`src/amcr_pkg.sv`:
```
// amcr_pkg: constants and types for the converter mode control registers
package amcr_pkg;

  // ----------------------------------------------------------------
  // bus widths and register addressing
  // ----------------------------------------------------------------
  localparam int unsigned CW_W       = 10;
  localparam int unsigned BUS_W      = 12;
  localparam int unsigned ADDR_LSB   = 10;
  localparam logic [1:0]  ADDR_CW0   = 2'h0;
  localparam logic [1:0]  ADDR_CW1   = 2'h1;
  localparam int unsigned SYNC_DEPTH = 3;

  // ----------------------------------------------------------------
  // control word zero fields
  // ----------------------------------------------------------------
  localparam int unsigned CW0_REF_BIT  = 0;
  localparam int unsigned CW0_PD_BIT   = 2;
  localparam int unsigned CW0_CFG_LSB  = 3;
  localparam int unsigned CW0_CFG_MSB  = 7;
  localparam int unsigned CW0_TEST_LSB = 8;
  localparam int unsigned CW0_TEST_MSB = 9;
  localparam logic [9:0]  CW0_RESET    = 10'h020;

  // input configuration codes on bits 7..3
  localparam logic [4:0]  CFG_SINGLE_POS = 5'h00;
  localparam logic [4:0]  CFG_SINGLE_NEG = 5'h01;
  localparam logic [4:0]  CFG_DIFF       = 5'h04;
  localparam logic [4:0]  CFG_SCAN       = 5'h11;

  // ----------------------------------------------------------------
  // control word one fields
  // ----------------------------------------------------------------
  localparam int unsigned CW1_SOFT_BIT   = 0;
  localparam int unsigned CW1_SYNC_BIT   = 1;
  localparam int unsigned CW1_STROBE_BIT = 6;
  localparam int unsigned CW1_FMT_BIT    = 7;
  localparam int unsigned CW1_OFS_BIT    = 8;
  localparam int unsigned CW1_RB_BIT     = 9;
  localparam logic [9:0]  CW1_RESET      = 10'h030;
  localparam logic [9:0]  CW1_SOFT_HOLD  = 10'h031;

  // upper bits shown on readback of each word
  localparam logic [1:0]  RB_TAG_CW0 = 2'h0;
  localparam logic [1:0]  RB_TAG_CW1 = 2'h1;

  // ----------------------------------------------------------------
  // types
  // ----------------------------------------------------------------
  typedef enum logic [2:0] {
    MODE_SINGLE_POS = 3'h0,
    MODE_SINGLE_NEG = 3'h1,
    MODE_DIFF       = 3'h2,
    MODE_SCAN       = 3'h3,
    MODE_RESERVED   = 3'h4
  } amcr_mode_t;

  typedef struct packed {
    logic [2:0]       cs_sync;
    logic [2:0]       wr_sync;
    logic [2:0]       rd_sync;
    logic [2:0][11:0] data_sync;
    logic             cs_filt;
    logic             wr_filt;
    logic             rd_filt;
    logic             rd_active;
    logic [9:0]       cw0;
    logic [9:0]       cw1;
    logic             rb_second;
    logic             scan_neg;
    logic             sync_pulse;
    logic [11:0]      sample;
    logic [11:0]      dout;
    logic             oe_n;
  } amcr_state_t;

endpackage

```
`src/amcr_regs.sv`:
```
// amcr_regs: host register interface and mode control of the converter
`timescale 1ns/1ps
`default_nettype none

module amcr_regs (
  input  wire logic                   clk,
  input  wire logic                   reset,
  input  wire logic                   cs_n,
  input  wire logic                   wr_n,
  input  wire logic                   rd_n,
  input  wire logic [11:0]            data_in,
  output logic      [11:0]            data_out,
  output logic                        data_oe_n,
  input  wire logic                   conv_tick,
  input  wire logic                   result_valid,
  input  wire logic [11:0]            result_raw,
  output logic                        ref_external,
  output logic                        power_down_select,
  output logic                        conv_enable,
  output amcr_pkg::amcr_mode_t        input_mode,
  output logic                        active_input_neg,
  output logic [1:0]                  check_voltage_sel,
  output logic                        offset_cal_enable,
  output logic                        output_format_select,
  output logic                        strobe_mode_rw,
  output logic                        config_readback_enable,
  output logic                        sync_gen_clear,
  output logic                        soft_reset_active
);
  import amcr_pkg::*;

  amcr_state_t state_reg;
  amcr_state_t state_next;

  // ----------------------------------------------------------------
  // helper functions
  // ----------------------------------------------------------------
  // input configuration decode of bits 7..3
  function automatic amcr_mode_t decode_cfg(input logic [4:0] cfg);
    amcr_mode_t m;
    m = MODE_RESERVED;
    case (cfg)
      CFG_SINGLE_POS: m = MODE_SINGLE_POS;
      CFG_SINGLE_NEG: m = MODE_SINGLE_NEG;
      CFG_DIFF:       m = MODE_DIFF;
      CFG_SCAN:       m = MODE_SCAN;
      default:        m = MODE_RESERVED;
    endcase
    return m;
  endfunction

  // three-stage filter: a change counts once stages two and three agree
  function automatic logic filt(input logic [2:0] s, input logic old);
    return (s[1] == s[2]) ? s[2] : old;
  endfunction

  // ----------------------------------------------------------------
  // strobe decode
  // ----------------------------------------------------------------
  logic        cs_new;
  logic        wr_new;
  logic        rd_new;
  logic        rw_mode;
  logic        wr_evt;
  logic        rd_new_active;
  logic        rd_start;
  logic        rd_end;
  logic [11:0] wr_word;
  logic        wr_cw0;
  logic        wr_cw1;
  logic        in_soft;

  assign cs_new  = filt(state_reg.cs_sync, state_reg.cs_filt);
  assign wr_new  = filt(state_reg.wr_sync, state_reg.wr_filt);
  assign rd_new  = filt(state_reg.rd_sync, state_reg.rd_filt);
  assign rw_mode = state_reg.cw1[CW1_STROBE_BIT];
  assign wr_word = state_reg.data_sync[2];
  assign in_soft = state_reg.cw1[CW1_SOFT_BIT];

  // write: rising write strobe, or chip select end with r/w low
  assign wr_evt = rw_mode ?
                  (cs_new && !state_reg.cs_filt && !state_reg.wr_filt) :
                  (wr_new && !state_reg.wr_filt && !state_reg.cs_filt);

  // address decode on upper data bits; power-down does not gate it
  assign wr_cw0 = wr_evt && !in_soft &&
                  (wr_word[BUS_W-1:ADDR_LSB] == ADDR_CW0);
  assign wr_cw1 = wr_evt &&
                  (wr_word[BUS_W-1:ADDR_LSB] == ADDR_CW1);

  // read window: read strobe, or r/w high in strobe mode
  assign rd_new_active = !cs_new && (rw_mode ? wr_new : !rd_new);
  assign rd_start      = rd_new_active && !state_reg.rd_active;
  assign rd_end        = !rd_new_active && state_reg.rd_active;

  // ----------------------------------------------------------------
  // next state
  // ----------------------------------------------------------------
  always_comb begin
    state_next = state_reg;
    // input synchronisers, stage one read only by stage two
    state_next.cs_sync   = {state_reg.cs_sync[1:0], cs_n};
    state_next.wr_sync   = {state_reg.wr_sync[1:0], wr_n};
    state_next.rd_sync   = {state_reg.rd_sync[1:0], rd_n};
    state_next.data_sync = {state_reg.data_sync[1:0], data_in};
    state_next.cs_filt   = cs_new;
    state_next.wr_filt   = wr_new;
    state_next.rd_filt   = rd_new;
    state_next.rd_active = rd_new_active;
    state_next.sync_pulse = 1'b0;

    // control word zero write
    if (wr_cw0) begin
      state_next.cw0 = wr_word[CW_W-1:0];
    end

    // control word one write, soft reset bit first
    if (wr_cw1) begin
      if (wr_word[CW1_SOFT_BIT]) begin
        state_next.cw0      = CW0_RESET;
        state_next.cw1      = CW1_SOFT_HOLD;
        state_next.scan_neg = 1'b0;
      end else begin
        state_next.cw1 = wr_word[CW_W-1:0];
        state_next.sync_pulse = wr_word[CW1_SYNC_BIT];
        if (wr_word[CW1_RB_BIT] && !state_reg.cw1[CW1_RB_BIT]) begin
          state_next.rb_second = 1'b0;
        end
      end
    end

    // autoscan alternation on each conversion
    if (decode_cfg(state_reg.cw0[CW0_CFG_MSB:CW0_CFG_LSB]) == MODE_SCAN) begin
      if (conv_tick && !in_soft) begin
        state_next.scan_neg = !state_reg.scan_neg;
      end
    end else begin
      state_next.scan_neg = 1'b0;
    end

    // capture result in selected output format
    if (result_valid) begin
      if (state_reg.cw1[CW1_FMT_BIT]) begin
        state_next.sample = result_raw;
      end else begin
        state_next.sample = {~result_raw[11], result_raw[10:0]};
      end
    end

    // read data: readback words or last result
    if (rd_start) begin
      state_next.oe_n = 1'b0;
      if (state_reg.cw1[CW1_RB_BIT]) begin
        if (state_reg.rb_second) begin
          state_next.dout = {RB_TAG_CW1, state_reg.cw1};
        end else begin
          state_next.dout = {RB_TAG_CW0, state_reg.cw0};
        end
      end else begin
        state_next.dout = state_reg.sample;
      end
    end else if (rd_end) begin
      state_next.oe_n = 1'b1;
      if (state_reg.cw1[CW1_RB_BIT]) begin
        state_next.rb_second = !state_reg.rb_second;
      end
    end
  end

  // ----------------------------------------------------------------
  // state register
  // ----------------------------------------------------------------
  always_ff @(posedge clk or posedge reset) begin
    if (reset) begin
      state_reg            <= '0;
      state_reg.cs_sync    <= 3'h7;
      state_reg.wr_sync    <= 3'h7;
      state_reg.rd_sync    <= 3'h7;
      state_reg.cs_filt    <= 1'b1;
      state_reg.wr_filt    <= 1'b1;
      state_reg.rd_filt    <= 1'b1;
      state_reg.cw0        <= CW0_RESET;
      state_reg.cw1        <= CW1_RESET;
      state_reg.oe_n       <= 1'b1;
    end else begin
      state_reg <= state_next;
    end
  end

  // ----------------------------------------------------------------
  // outputs
  // ----------------------------------------------------------------
  assign data_out               = state_reg.dout;
  assign data_oe_n              = state_reg.oe_n;
  assign ref_external           = state_reg.cw0[CW0_REF_BIT];
  assign power_down_select      = state_reg.cw0[CW0_PD_BIT];
  assign conv_enable            = !power_down_select && !in_soft;
  assign input_mode = decode_cfg(state_reg.cw0[CW0_CFG_MSB:CW0_CFG_LSB]);
  assign active_input_neg       = (input_mode == MODE_SINGLE_NEG) ||
                                  (input_mode == MODE_SCAN &&
                                   state_reg.scan_neg);
  assign check_voltage_sel = state_reg.cw0[CW0_TEST_MSB:CW0_TEST_LSB];
  assign offset_cal_enable      = state_reg.cw1[CW1_OFS_BIT];
  assign output_format_select   = state_reg.cw1[CW1_FMT_BIT];
  assign strobe_mode_rw         = rw_mode;
  assign config_readback_enable = state_reg.cw1[CW1_RB_BIT];
  assign sync_gen_clear         = state_reg.sync_pulse;
  assign soft_reset_active      = in_soft;
endmodule

`default_nettype wire

```
`config.mk`:
```
export PLATFORM = sky130hd
export DESIGN_NAME = amcr_regs
export DESIGN_NICKNAME = d
export VERILOG_FILES = /design/src/amcr_pkg.sv /design/src/amcr_regs.sv
export SDC_FILE = /design/constraint.sdc
export NUM_CORES = 1
export LEC_CHECK = 0
export BUFFER_PORTS_ARGS = -buffer_cell sky130_fd_sc_hd__buf_2
export CAP_MARGIN = 20
export CORE_AREA = 2 2 80 82
export CTS_BUF_LIST = sky130_fd_sc_hd__clkbuf_8
export CTS_CLUSTER_DIAMETER = 120
export CTS_CLUSTER_SIZE = 20
export DETAILED_ROUTE_END_ITERATION = 8
export DIE_AREA = 0 0 82 84
export HOLD_SLACK_MARGIN = 0.08
export PLACE_DENSITY_LB_ADDON = 0.2
export SLEW_MARGIN = 20
export SYNTH_ARGS = -nofsm -noshare
export SYNTH_HDL_FRONTEND = slang
export SYNTH_SLANG_ARGS = --single-unit
```
`constraint.sdc`:
```
create_clock -name clk -period 6.3 [get_ports clk]
set_input_delay 0.315 -clock clk [delete_from_list [all_inputs] [get_ports clk]]
set_output_delay 0.315 -clock clk [all_outputs]
set_load 0.005 [all_outputs]
```
==> metrics.md, run 1 <==
| Metric | Value |
|---|---|
| Final hold slack | `0.200 ns` |
| P per Cell Area | `between 300 and 400 nW/µm²` |
| Area of the multi-input gates | `approximately 1100 µm²` |
| Die width | `82 µm` |
| Num CTS Buffers | `9` |
| Die Y-Extent | `about 84 µm` |
| FMAX | `roughly 0.4 GHz` |
| Ports | `between 50 and 60` |
| Crit path required time | `approximately 6.6 ns` |
| Final period utilization | `about two fifths` |
| Fin nets | `~360` |
| Synth Cell Area | `approximately 3700 µm²` |
| Crit path buf inv count | `0` |
| # DRC | `0` |
| Async set-reset flop share out of synthesis | `100%` |
| Iteration-0 DRC Markers | `between 80 and 90` |
| Setup_tns | `0 ns` |
| Clock buffer depth | `2` |
| Post-synthesis average cell area | `roughly 14 µm²` |
| Max_cap viols | `0` |
| Largest net degree at the start of global routing | `63` |
| Finish-stage setup viols | `0` |
| Min-Delay Path Class | `in2reg` |
| Cell taking the most area after synthesis | `dfrtp_1` |
| H-tree depth | `3` |
| Synth unique cells | `40` |
| Post-CTS Setup Bufs | `0` |
| Comb power frac | `approximately 18%` |
| # diodes | `0` |
| CP peak stage delay | `between 0.6 and 0.7 ns` |
| Clk slew on worst S/H paths | `roughly 0.090 ns` |
| Core Rows | `29` |
| CP startpoint kind | `flip-flop` |
| Worst setup EP type | `flip-flop` |
| Max reg flops | `32` |
| Placed wire-length estimate | `around 4000 µm` |
| Design Area, Final | `between 4000 and 5000 µm²` |
| Core ar. | `roughly 6100 µm²` |
| Lkg Pwr | `approximately 0.0020 µW` |
| Syn Inst Count | `261` |
| Buffers on Ports | `58` |
| Hold Vio Cnt, Final | `0` |
| Part of the power in registers | `54.8%` |
| First-pass GRT wire length | `9600 µm` |
| Vias/cell | `5.18` |
| Final GP Congestion | `0.790` |
| Worst-path cell chain | `maj3_1 > or2_2 > a21oi_1 > ha_1 > nand3b_1 > xor2_1 > a41oi_1` |
| Status | `completed` |
| Vias post-DR | `around 2100` |
| NetSw | `399 µW` |
| Root Driver | `clkbuf_8` |
| Post-Route WL | `around 6000 µm` |
| Worst rel slew slack | `43.3%` |
| Global Route Usage Sum | `about 19%` |
| R2r setup slk | `3.82 ns` |
| Max Slew Vio Count | `0` |
| RSZ-0062 raised after global routing | `false` |
| Placed inst area | `3930 µm²` |
| Final worst clock skew | `0.0101 ns` |
| # fillers | `about 450` |
| CP top delay family | `adder cells` |
| Number of flops mapped to enable cells by yosys | `0` |
| Worst-Margin Slew | `0.850 ns` |
| Reg area | `~2400 µm²` |
| Sinks on Clock Net | `97` |
| Tmin final | `roughly 2.5 ns` |
| Critical Path Fanout Max | `16` |
| Syn_nets | `294` |
| Crit path max-delay cell type | `ha_1` |
| Internal | `around 1100 µW` |
| Seq/Total Area, Yosys | `66.6%` |
| Remaining antenna violation count after routing | `0` |
| Maximum vdd drop | `roughly 0.18 mV` |
| WL/cell | `roughly 15 µm` |
| Initial antenna violation count | `0` |
| Critical path arrival | `between 2 and 3 ns` |
| Share of cells above drive strength 1 | `between 30% and 40%` |
| Post-synth top area share | `55.2%` |
| Vias in the first global route | `2010` |
| GRT overflow | `0` |
| Setup CP Type | `reg2reg` |
| Ranking of synthesized cells by area | `dfrtp_1, dfstp_2, mux2_2, mux2i_1, buf_4` |
| Pre-Repair DR Iteration Count | `4` |
| Area grow syn2layout | `17.0%` |
| Ys flop type | `dfrtp_1` |
| Die ar. | `between 6000 and 7000 µm²` |
| YS warnings | `0` |
| Clock power share | `about 27%` |
| Switching Share | `between 20% and 30%` |
| Initial Util | `about 60%` |
| CTS tree | `done` |
| Clk_lat worst skew | `approximately 0.34 ns` |
| Register bit total from synthesis | `97` |
-- cell type report --
cell class,instances,area share (%)
Clock inverter,4,0.990
Tap cell,77,2.24
Sequential cell,97,56.9
Timing Repair Buffer,75,10.7
Clock buffer,12,3.84
Inverter,9,0.815
Multi-Input combinational cell,133,24.5
-- worst paths after layout --
| path | start | to | cells after the start |
|---|---|---|---|
| max | state_reg[49] | state_reg[27] | 7 |
| min | result_raw[0] | state_reg[13] | 2 |
| max reg2reg | state_reg[49] | state_reg[27] | 7 |
| min reg2reg | state_next[83] | wr_word[7] | 0 |
| max in group asynchronous | reset | strobe_mode_rw | 4 |
| min in group asynchronous | reset | state_next[86] | 3 |
-- through the flow --
stage                     setup WS, ns  power, µW  instances  util [%]
after floorplan                   3.48       1030        261         -
after global placement            3.96       1090        375      64.5
after detailed placement          3.91       1100        375      64.5
after CTS                         3.82       1510        407      70.5
after global routing              3.70       1580        407      70.5
final                             3.82       1500        407      70.5
-- power groups by stage --
stage | Sequential, µW | Combinational [µW] | Clock (µW)
4_1_cts | 821 | 275 | 416
2_1_floorplan | 792 | 241 | 0
6_report | 821 | 271 | 407
3_3_place_gp | 831 | 256 | 0
3_5_place_dp | 833 | 266 | 0
5_1_grt | 839 | 305 | 440
-- timing repair --
action / in CTS / in global routing
hold buffers: 16 / 0
hold endpoints to repair: 46 / 0
resized for setup: 0 / 0
-- Yosys cell counts (all sizes together) (2+ instances only) --
library cell and count:
a21oi 14, a22o 8, buf 17, clkbuf 5, dfrtp 81, dfstp 16, ha 2, inv 9
maj3 3, mux2 28, mux2i 13, nand2 3, nand2b 2, nand3 3, nand3b 2, nor2 18
nor2b 10, nor3 2, o2111ai 2, o211a 2, o21ai 3, xnor2 2
-- routing by layer --
metal  routed length, µm  part of all wire [%]  up-vias  track usage (%)
met4                 107                   1.8        0             8.64
met3                 232                   3.9        9             3.57
met5                   0                     0        -                0
met1                2870                    48     1036             26.4
li1                    -                     -     1014                -
met2                2800                    47       50             27.6
-- cells by family after synthesis --
kind of cell    synth area share [%]
xor+xnor                       0.716
fa+ha+maj                       1.50
flops                           66.6
compound gates                  7.56
mux                             12.1
simple gates                    6.78
buf+inv                         4.67
-- placed cells by master (no fill, tap or decap), types with 2 or more instances in the layout --
master         instances
inv_1                 10
dfstp_2               16
clkinv_2               2
mux2i_1               13
mux2_2                28
o21ai_0                3
xnor2_1                2
clkbuf_8              12
maj3_1                 3
nor2b_1               10
dfrtp_1               81
nor3_1                 2
nand3b_1               2
nor2_1                18
ha_1                   2
a22o_1                 8
a21oi_1               14
buf_2                 58
nand2_1                3
nand3_1                3
dlygate4sd3_1         16
o2111ai_1              2
o211a_1                2
nand2b_1               2
Power figures use the tool's default switching activity.
==> run 2, diff against run 1 <==
- ABC_AREA: default -> 1
- CORE_AREA: 2 2 80 82 -> 2 2 83 85
- DIE_AREA: 0 0 82 84 -> 0 0 85 87
- clock period: 6.3 -> 2.6 ns (I/O delays scaled with it)
==> run 2 against run 1 <==
Core utilization decreased by 3.6 points. Non-clock buffer count is 15 higher. Sequential share of layout area down 1.2 points. Largest cell class unchanged. Largest power group unchanged. Highest routed layer unchanged.
==> metrics.md, run 2 <==
| Metric | Value |
|---|---|
| R2r setup slk | `0.39 ns` |
| Worst-Margin Slew | `roughly 0.67 ns` |
| Largest net degree at the start of global routing | `57` |
| Critical Path Most Common Cell | `inv_1` |
| Post-CTS Setup Bufs | `0` |
| Crit path required time | `roughly 2.8 ns` |
| Crit path buf inv count | `2` |
| HP Start | `result_valid` |
| Dpl cells | `467` |
| Placed wire-length estimate | `roughly 4300 µm` |
| Share of cells above drive strength 1 | `23.8%` |
| Synth Cell Area | `3650 µm²` |
| Maximum vdd drop | `~0.5 mV` |
| Post-Route WL | `around 6500 µm` |
| Most frequent cells in the layout | `nand2_1, dfrtp_1, buf_2` |
| Layout Utilization | `66.9%` |
| Num CTS Buffers | `9` |
| GRT overflow | `0` |
| Non-Filler Instances | `roughly 510` |
| Setup CP Type | `reg2reg` |
| FMAX | `around 0.45 GHz` |
| Vias in the first global route | `around 2400` |
| Core ar. | `about 6600 µm²` |
| First-pass GRT wire length | `10800 µm` |
| Max reg flops | `32` |
| Setup_tns | `0 ns` |
| Stages on the worst setup path | `8` |
| Count leader, synth | `nand2_1` |
| CP startpoint kind | `flip-flop` |
| Worst rel slew slack | `about 56%` |
| Hold Vio Cnt, Final | `0` |
| Sinks on Clock Net | `between 90 and 100` |
| Mux contribution to synthesized area | `0%` |
| Die ar. | `roughly 7400 µm²` |
| Clock buffer depth | `2` |
| Global Route Usage Sum | `a little under a fifth` |
| Most common cell after layout, fill and taps aside | `nand2_1` |
| Clk_lat worst skew | `around 0.36 ns` |
| R2R Path End | `data_out[8]` |
| Crit path capture | `data_out[8]` |
| Syn_nets | `about 380` |
| Tmin final | `2.21 ns` |
| Fin nets | `461` |
| # fillers | `500` |
| RSZ-0062 raised after global routing | `false` |
| Adder-cell share of the synthesized area | `about 1.5%` |
| Root Driver | `clkbuf_8` |
| Max Slew Vio Count | `0` |
| Ports | `59` |
| Final hold slack | `just over 0.1 ns` |
| H-tree depth | `3` |
| Finish-stage setup viols | `0` |
| Cell taking the most area after synthesis | `dfrtp_1` |
| Area grow syn2layout | `20.4%` |
| Post-synth top area share | `a little under three fifths` |
| Critical path arrival | `about 2.5 ns` |
| WL/cell | `between 10 and 15 µm` |
| CTS tree | `done` |
| Iteration-0 DRC Markers | `107` |
| Total power | `4060 µW` |
| P per Cell Area | `just over 900 nW/µm²` |
| Seq/Total Area, Yosys | `about two thirds` |
| Main combinational cell family by area after synthesis | `simple AND/OR/NAND/NOR gates` |
| Register bit total from synthesis | `between 90 and 100` |
| Ranking of synthesized cells by area | `dfrtp_1, dfstp_2, nand2_1, nor2_1, buf_4` |
| Die Y-Extent | `87 µm` |
| Status | `completed` |
| Buffers on Ports | `slightly below 60` |
| Max_cap viols | `0` |
| Async set-reset flop share out of synthesis | `100%` |
| Worst-path cell chain | `maj3_1 > nor2_1 > nand2_1 > inv_1 > ha_1 > inv_1 > a21oi_1 > a31oi_1` |
| Critical Path Fanout Max | `14` |
| Synth unique cells | `29` |
| Core Rows | `30` |
| Initial antenna violation count | `0` |
| Crit. Startpoint | `state_next[96]` |
| Clk slew on worst S/H paths | `roughly 0.09 ns` |
| Final period utilization | `85.1%` |
| Synth Area in Compound Gates | `under 10%` |
| Pre-Repair DR Iteration Count | `4` |
| Worst r2r path cells | `8` |
| Final GP Congestion | `around 0.78` |
| CP peak stage delay | `around 0.42 ns` |
| CP top delay family | `adder cells` |
| # diodes | `0` |
| Critical R2R Launch | `state_next[96]` |
| Xor and xnor area share after synthesis | `0.240%` |
| Syn Inst Count | `~350` |
| Number of flops mapped to enable cells by yosys | `0` |
| YS warnings | `0` |
| # DRC | `0` |
| Die width | `~85 µm` |
| Crit path max-delay cell type | `ha_1` |
| Synth cell count leaders | `nand2_1, dfrtp_1, nor2_1, inv_1, dfstp_2` |
| Simple-gate share of the synthesized area | `between 10% and 20%` |
| Initial Util | `a little under three fifths` |
| Vias post-DR | `2479` |
| Min-Delay Path Class | `in2reg` |
| Worst setup EP type | `flip-flop` |
| Post-synthesis average cell area | `between 10 and 15 µm²` |
| Final worst clock skew | `between 0.009 and 0.01 ns` |
| Ys flop type | `dfrtp_1` |
| Vias/cell | `4.83` |
| Remaining antenna violation count after routing | `0` |
| Lkg Pwr | `0.00219 µW` |
==> run 2: layout make-up <==
type                       instances  area (µm²)  share of cell area [%]
inverter                          28         109                    2.48
multi-input combinational        202         943                    21.5
tap                               80         100                    2.28
sequential                        97        2450                    55.7
clock inverter                     6        50.0                    1.14
clock buffer                      10         138                    3.13
timing repair buffer              90         606                    13.8
==> run 2: worst min path at each step <==
| stage | to | depth (start not counted) |
|---|---|---|
| floorplan | state_next[89] | 0 |
| global placement | state_next[89] | 1 |
| detailed placement | state_next[95] | 1 |
| CTS | state_reg[15] | 3 |
| global route | state_reg[21] | 3 |
| finish | state_reg[18] | 3 |
==> run 2: kinds of logic after synthesis <==
| group | count (synthesis) |
|---|---|
| AOI/OAI and AO/OA | 42 |
| xor gates and xnor gates | 1 |
| adders and majority gates | 5 |
| buffers and inverters | 50 |
| DFF | 97 |
| and+or+nand+nor | 154 |
==> run 2: routing by layer <==
layer	vias up	track usage (%)	wire length (µm)
li1	1249	-	-
met1	1156	25.9	3120
met2	65	28.7	2940
met3	9	4.83	325
met4	0	9.52	129
met5	-	0	0
==> run 2: through the flow <==
stage | instance area [µm²] | setup slack [ns]
after global placement | 3910 | 0.522
final | 4390 | 0.388
after detailed placement | 3910 | 0.407
after CTS | 4390 | 0.394
after floorplan | 3650 | 0.817
after global routing | 4390 | 0.153
==> run 2: timing repair <==
| item | CTS | global route |
|---|---|---|
| hold endpoints to repair | 109 | 0 |
| gates resized for setup | 0 | 0 |
| hold buffers | 30 | 0 |
==> run 2: power by group <==
group / leakage [µW] / total (µW) / internal, µW / switching [µW]
logic: 0.000956 / 1040 / 426 / 617
registers: 0.00114 / 2110 / 1860 / 241
clock network: 0.0000895 / 911 / 384 / 527
==> run 2: tightest hold or removal path: stages <==
cell and delay (ns):
buf_2 0.17, nand2_1 0.08, nand2_1 0.05
==> run 3, diff against run 2 <==
- CORE_AREA: 2 2 83 85 -> 10 10 91 93
- DIE_AREA: 0 0 85 87 -> 0 0 101 103
==> run 3 against run 2 <==
Core utilization is 0.21 points lower. Register-to-register slack got worse by 0.02 ns. Wire length up 4.6%. Critical endpoint unchanged. First-iteration DRC count fell by 14%. Final area down 0.31%. Hold slack worse by 0.0076 ns. Global-route usage shrank 4.8 points. Count of clock-buffer cells in the layout shrank 1. Non-clock buffer count decreased by 3. Sequential power hardly changed. Combinational power about the same. Sequential share of layout area rose by 0.18 points.
==> metrics.md, run 3 (synthesized netlist as in run 2, its figures left out) <==
| Metric | Value |
|---|---|
| Status | `completed` |
| Core Rows | `30` |
| Placed wire-length estimate | `4690 µm` |
| Core ar. | `6570 µm²` |
| Clk_lat worst skew | `0.36 ns` |
| Final worst clock skew | `0.0111 ns` |
| Fin nets | `roughly 460` |
| Cts hold-fix bufs | `28` |
| # diodes | `0` |
| RSZ-0062 raised after global routing | `false` |
| Final period utilization | `about 86%` |
| Max Slew Vio Count | `0` |
| Post_cts resized | `0` |
| Reg area | `2450 µm²` |
| CP top delay family | `adder cells` |
| Placed inst area | `~3900 µm²` |
| Iteration-0 DRC Markers | `92` |
| Most frequent cells in the layout | `nand2_1, dfrtp_1, buf_2` |
| Critical Path Most Common Cell | `inv_1` |
| Clk slew on worst S/H paths | `about 0.090 ns` |
| Max_cap viols | `0` |
| Finish-stage setup viols | `0` |
| Design Area, Final | `between 4000 and 5000 µm²` |
| Share of cells above drive strength 1 | `a little under a quarter` |
| CTS tree | `done` |
| # DRC | `0` |
| Vias in the first global route | `roughly 2500` |
| Crit path max-delay cell type | `ha_1` |
| FMAX | `between 0.4 and 0.5 GHz` |
| Die width | `101 µm` |
| CP peak stage delay | `between 0.4 and 0.5 ns` |
| Lkg Pwr | `about 0.0022 µW` |
| Pre-Repair DR Iteration Count | `4` |
| Worst rel slew slack | `63.3%` |
| Largest net degree at the start of global routing | `98` |
| CP startpoint kind | `flip-flop` |
| Vias/cell | `~4.8` |
| Num CTS Buffers | `9` |
| Setup CP Type | `reg2reg` |
| Setup_tns | `0 ns` |
| Worst-Margin Slew | `approximately 0.55 ns` |
| P per Cell Area | `approximately 930 nW/µm²` |
| Most common cell after layout, fill and taps aside | `nand2_1` |
| Die ar. | `about 10000 µm²` |
| WL/cell | `13.3 µm` |
| Min-Delay Path Class | `in2reg` |
| Post-CTS Setup Bufs | `0` |
| Ports | `roughly 60` |
| Buffers on Ports | `58` |
| Vias post-DR | `2423` |
| H-tree depth | `3` |
| # fillers | `a little over 500` |
| Die Y-Extent | `103 µm` |
| Area grow syn2layout | `20.0%` |
| Remaining antenna violation count after routing | `0` |
| Hold Vio Cnt, Final | `0` |
| Critical Path Fanout Max | `14` |
| Sinks on Clock Net | `between 90 and 100` |
| Worst setup EP type | `flip-flop` |
| Final GP Congestion | `0.805` |
| Worst-path cell chain | `maj3_1 > nor2_1 > nand2_1 > inv_1 > ha_1 > inv_1 > a21oi_1 > a31oi_1` |
| Crit path buf inv count | `2` |
| Crit path required time | `approximately 2.8 ns` |
| First-pass GRT wire length | `between 10000 and 15000 µm` |
| Initial Util | `55.6%` |
| Critical path arrival | `2.46 ns` |
| Root Driver | `clkbuf_8` |
| Max reg flops | `32` |
| Clock buffer depth | `2` |
| Initial antenna violation count | `0` |
| Area of the multi-input gates | `between 900 and 1000 µm²` |
| GRT overflow | `0` |
| Total power | `a little over 4000 µW` |
| Tmin final | `~2.2 ns` |
| Maximum vdd drop | `0.448 mV` |
| Post-Route WL | `between 6000 and 7000 µm` |
| Global Route Usage Sum | `between 10 and 15%` |
## run 3: cell count changes in the layout (fill, tap and decap cells not counted), sizes merged
cell and change:
clkbuf -1, dlygate4sd3 -2, clkinv +2, buf -1, bufinv +1, clkinvlp -2
## run 3: layout make-up
type	count	area share (%)
tap	80	2.29
inverter	28	2.49
timing repair buffer	87	13.5
clock inverter	7	1.49
clock buffer	9	2.83
sequential	97	55.9
multi-input combinational	202	21.5
## run 3: worst min-delay path: cells and delay by family
kind          cells  cell delay [ns]
buf+inv           1             0.17
simple gates      2             0.12
## run 3: layer usage
layer	global-route usage, %	part of all wire [%]
met2	21.0	44
met3	4.42	6.9
met5	0	0
met4	6.11	1.8
met1	19.0	47
## run 3: worst paths after layout
path	startpoint	to	slack, ns	depth (start not counted)
max in group asynchronous	reset	state_reg[43]	1.76	4
min in group asynchronous	reset	state_next[74]	0.44	4
worst max-delay path	state_next[96]	data_out[8]	0.37	8
worst min-delay path	result_valid	state_reg[15]	0.09	3
worst min register to register	state_next[70]	state_next[82]	0.35	0
worst max register to register	state_next[96]	data_out[8]	0.37	8
## run 3: where the power goes
group          switching [µW]  internal (µW)
clock                     477            437
sequential                239           1870
combinational             619            426
total                    1330           2730
## run 3: per-stage QoR
stage / utilization (%) / setup slack [ns] / std cells / hold WS (ns)
finish: 66.7 / 0.370 / 510 / 0.0940
global route: 66.7 / 0.153 / 510 / 0.117
CTS: 66.7 / 0.393 / 510 / 0.0909
detailed placement: 59.5 / 0.435 / 466 / 0.237
global placement: 59.5 / 0.519 / 466 / 0.236
floorplan: - / 0.817 / 349 / 0.134
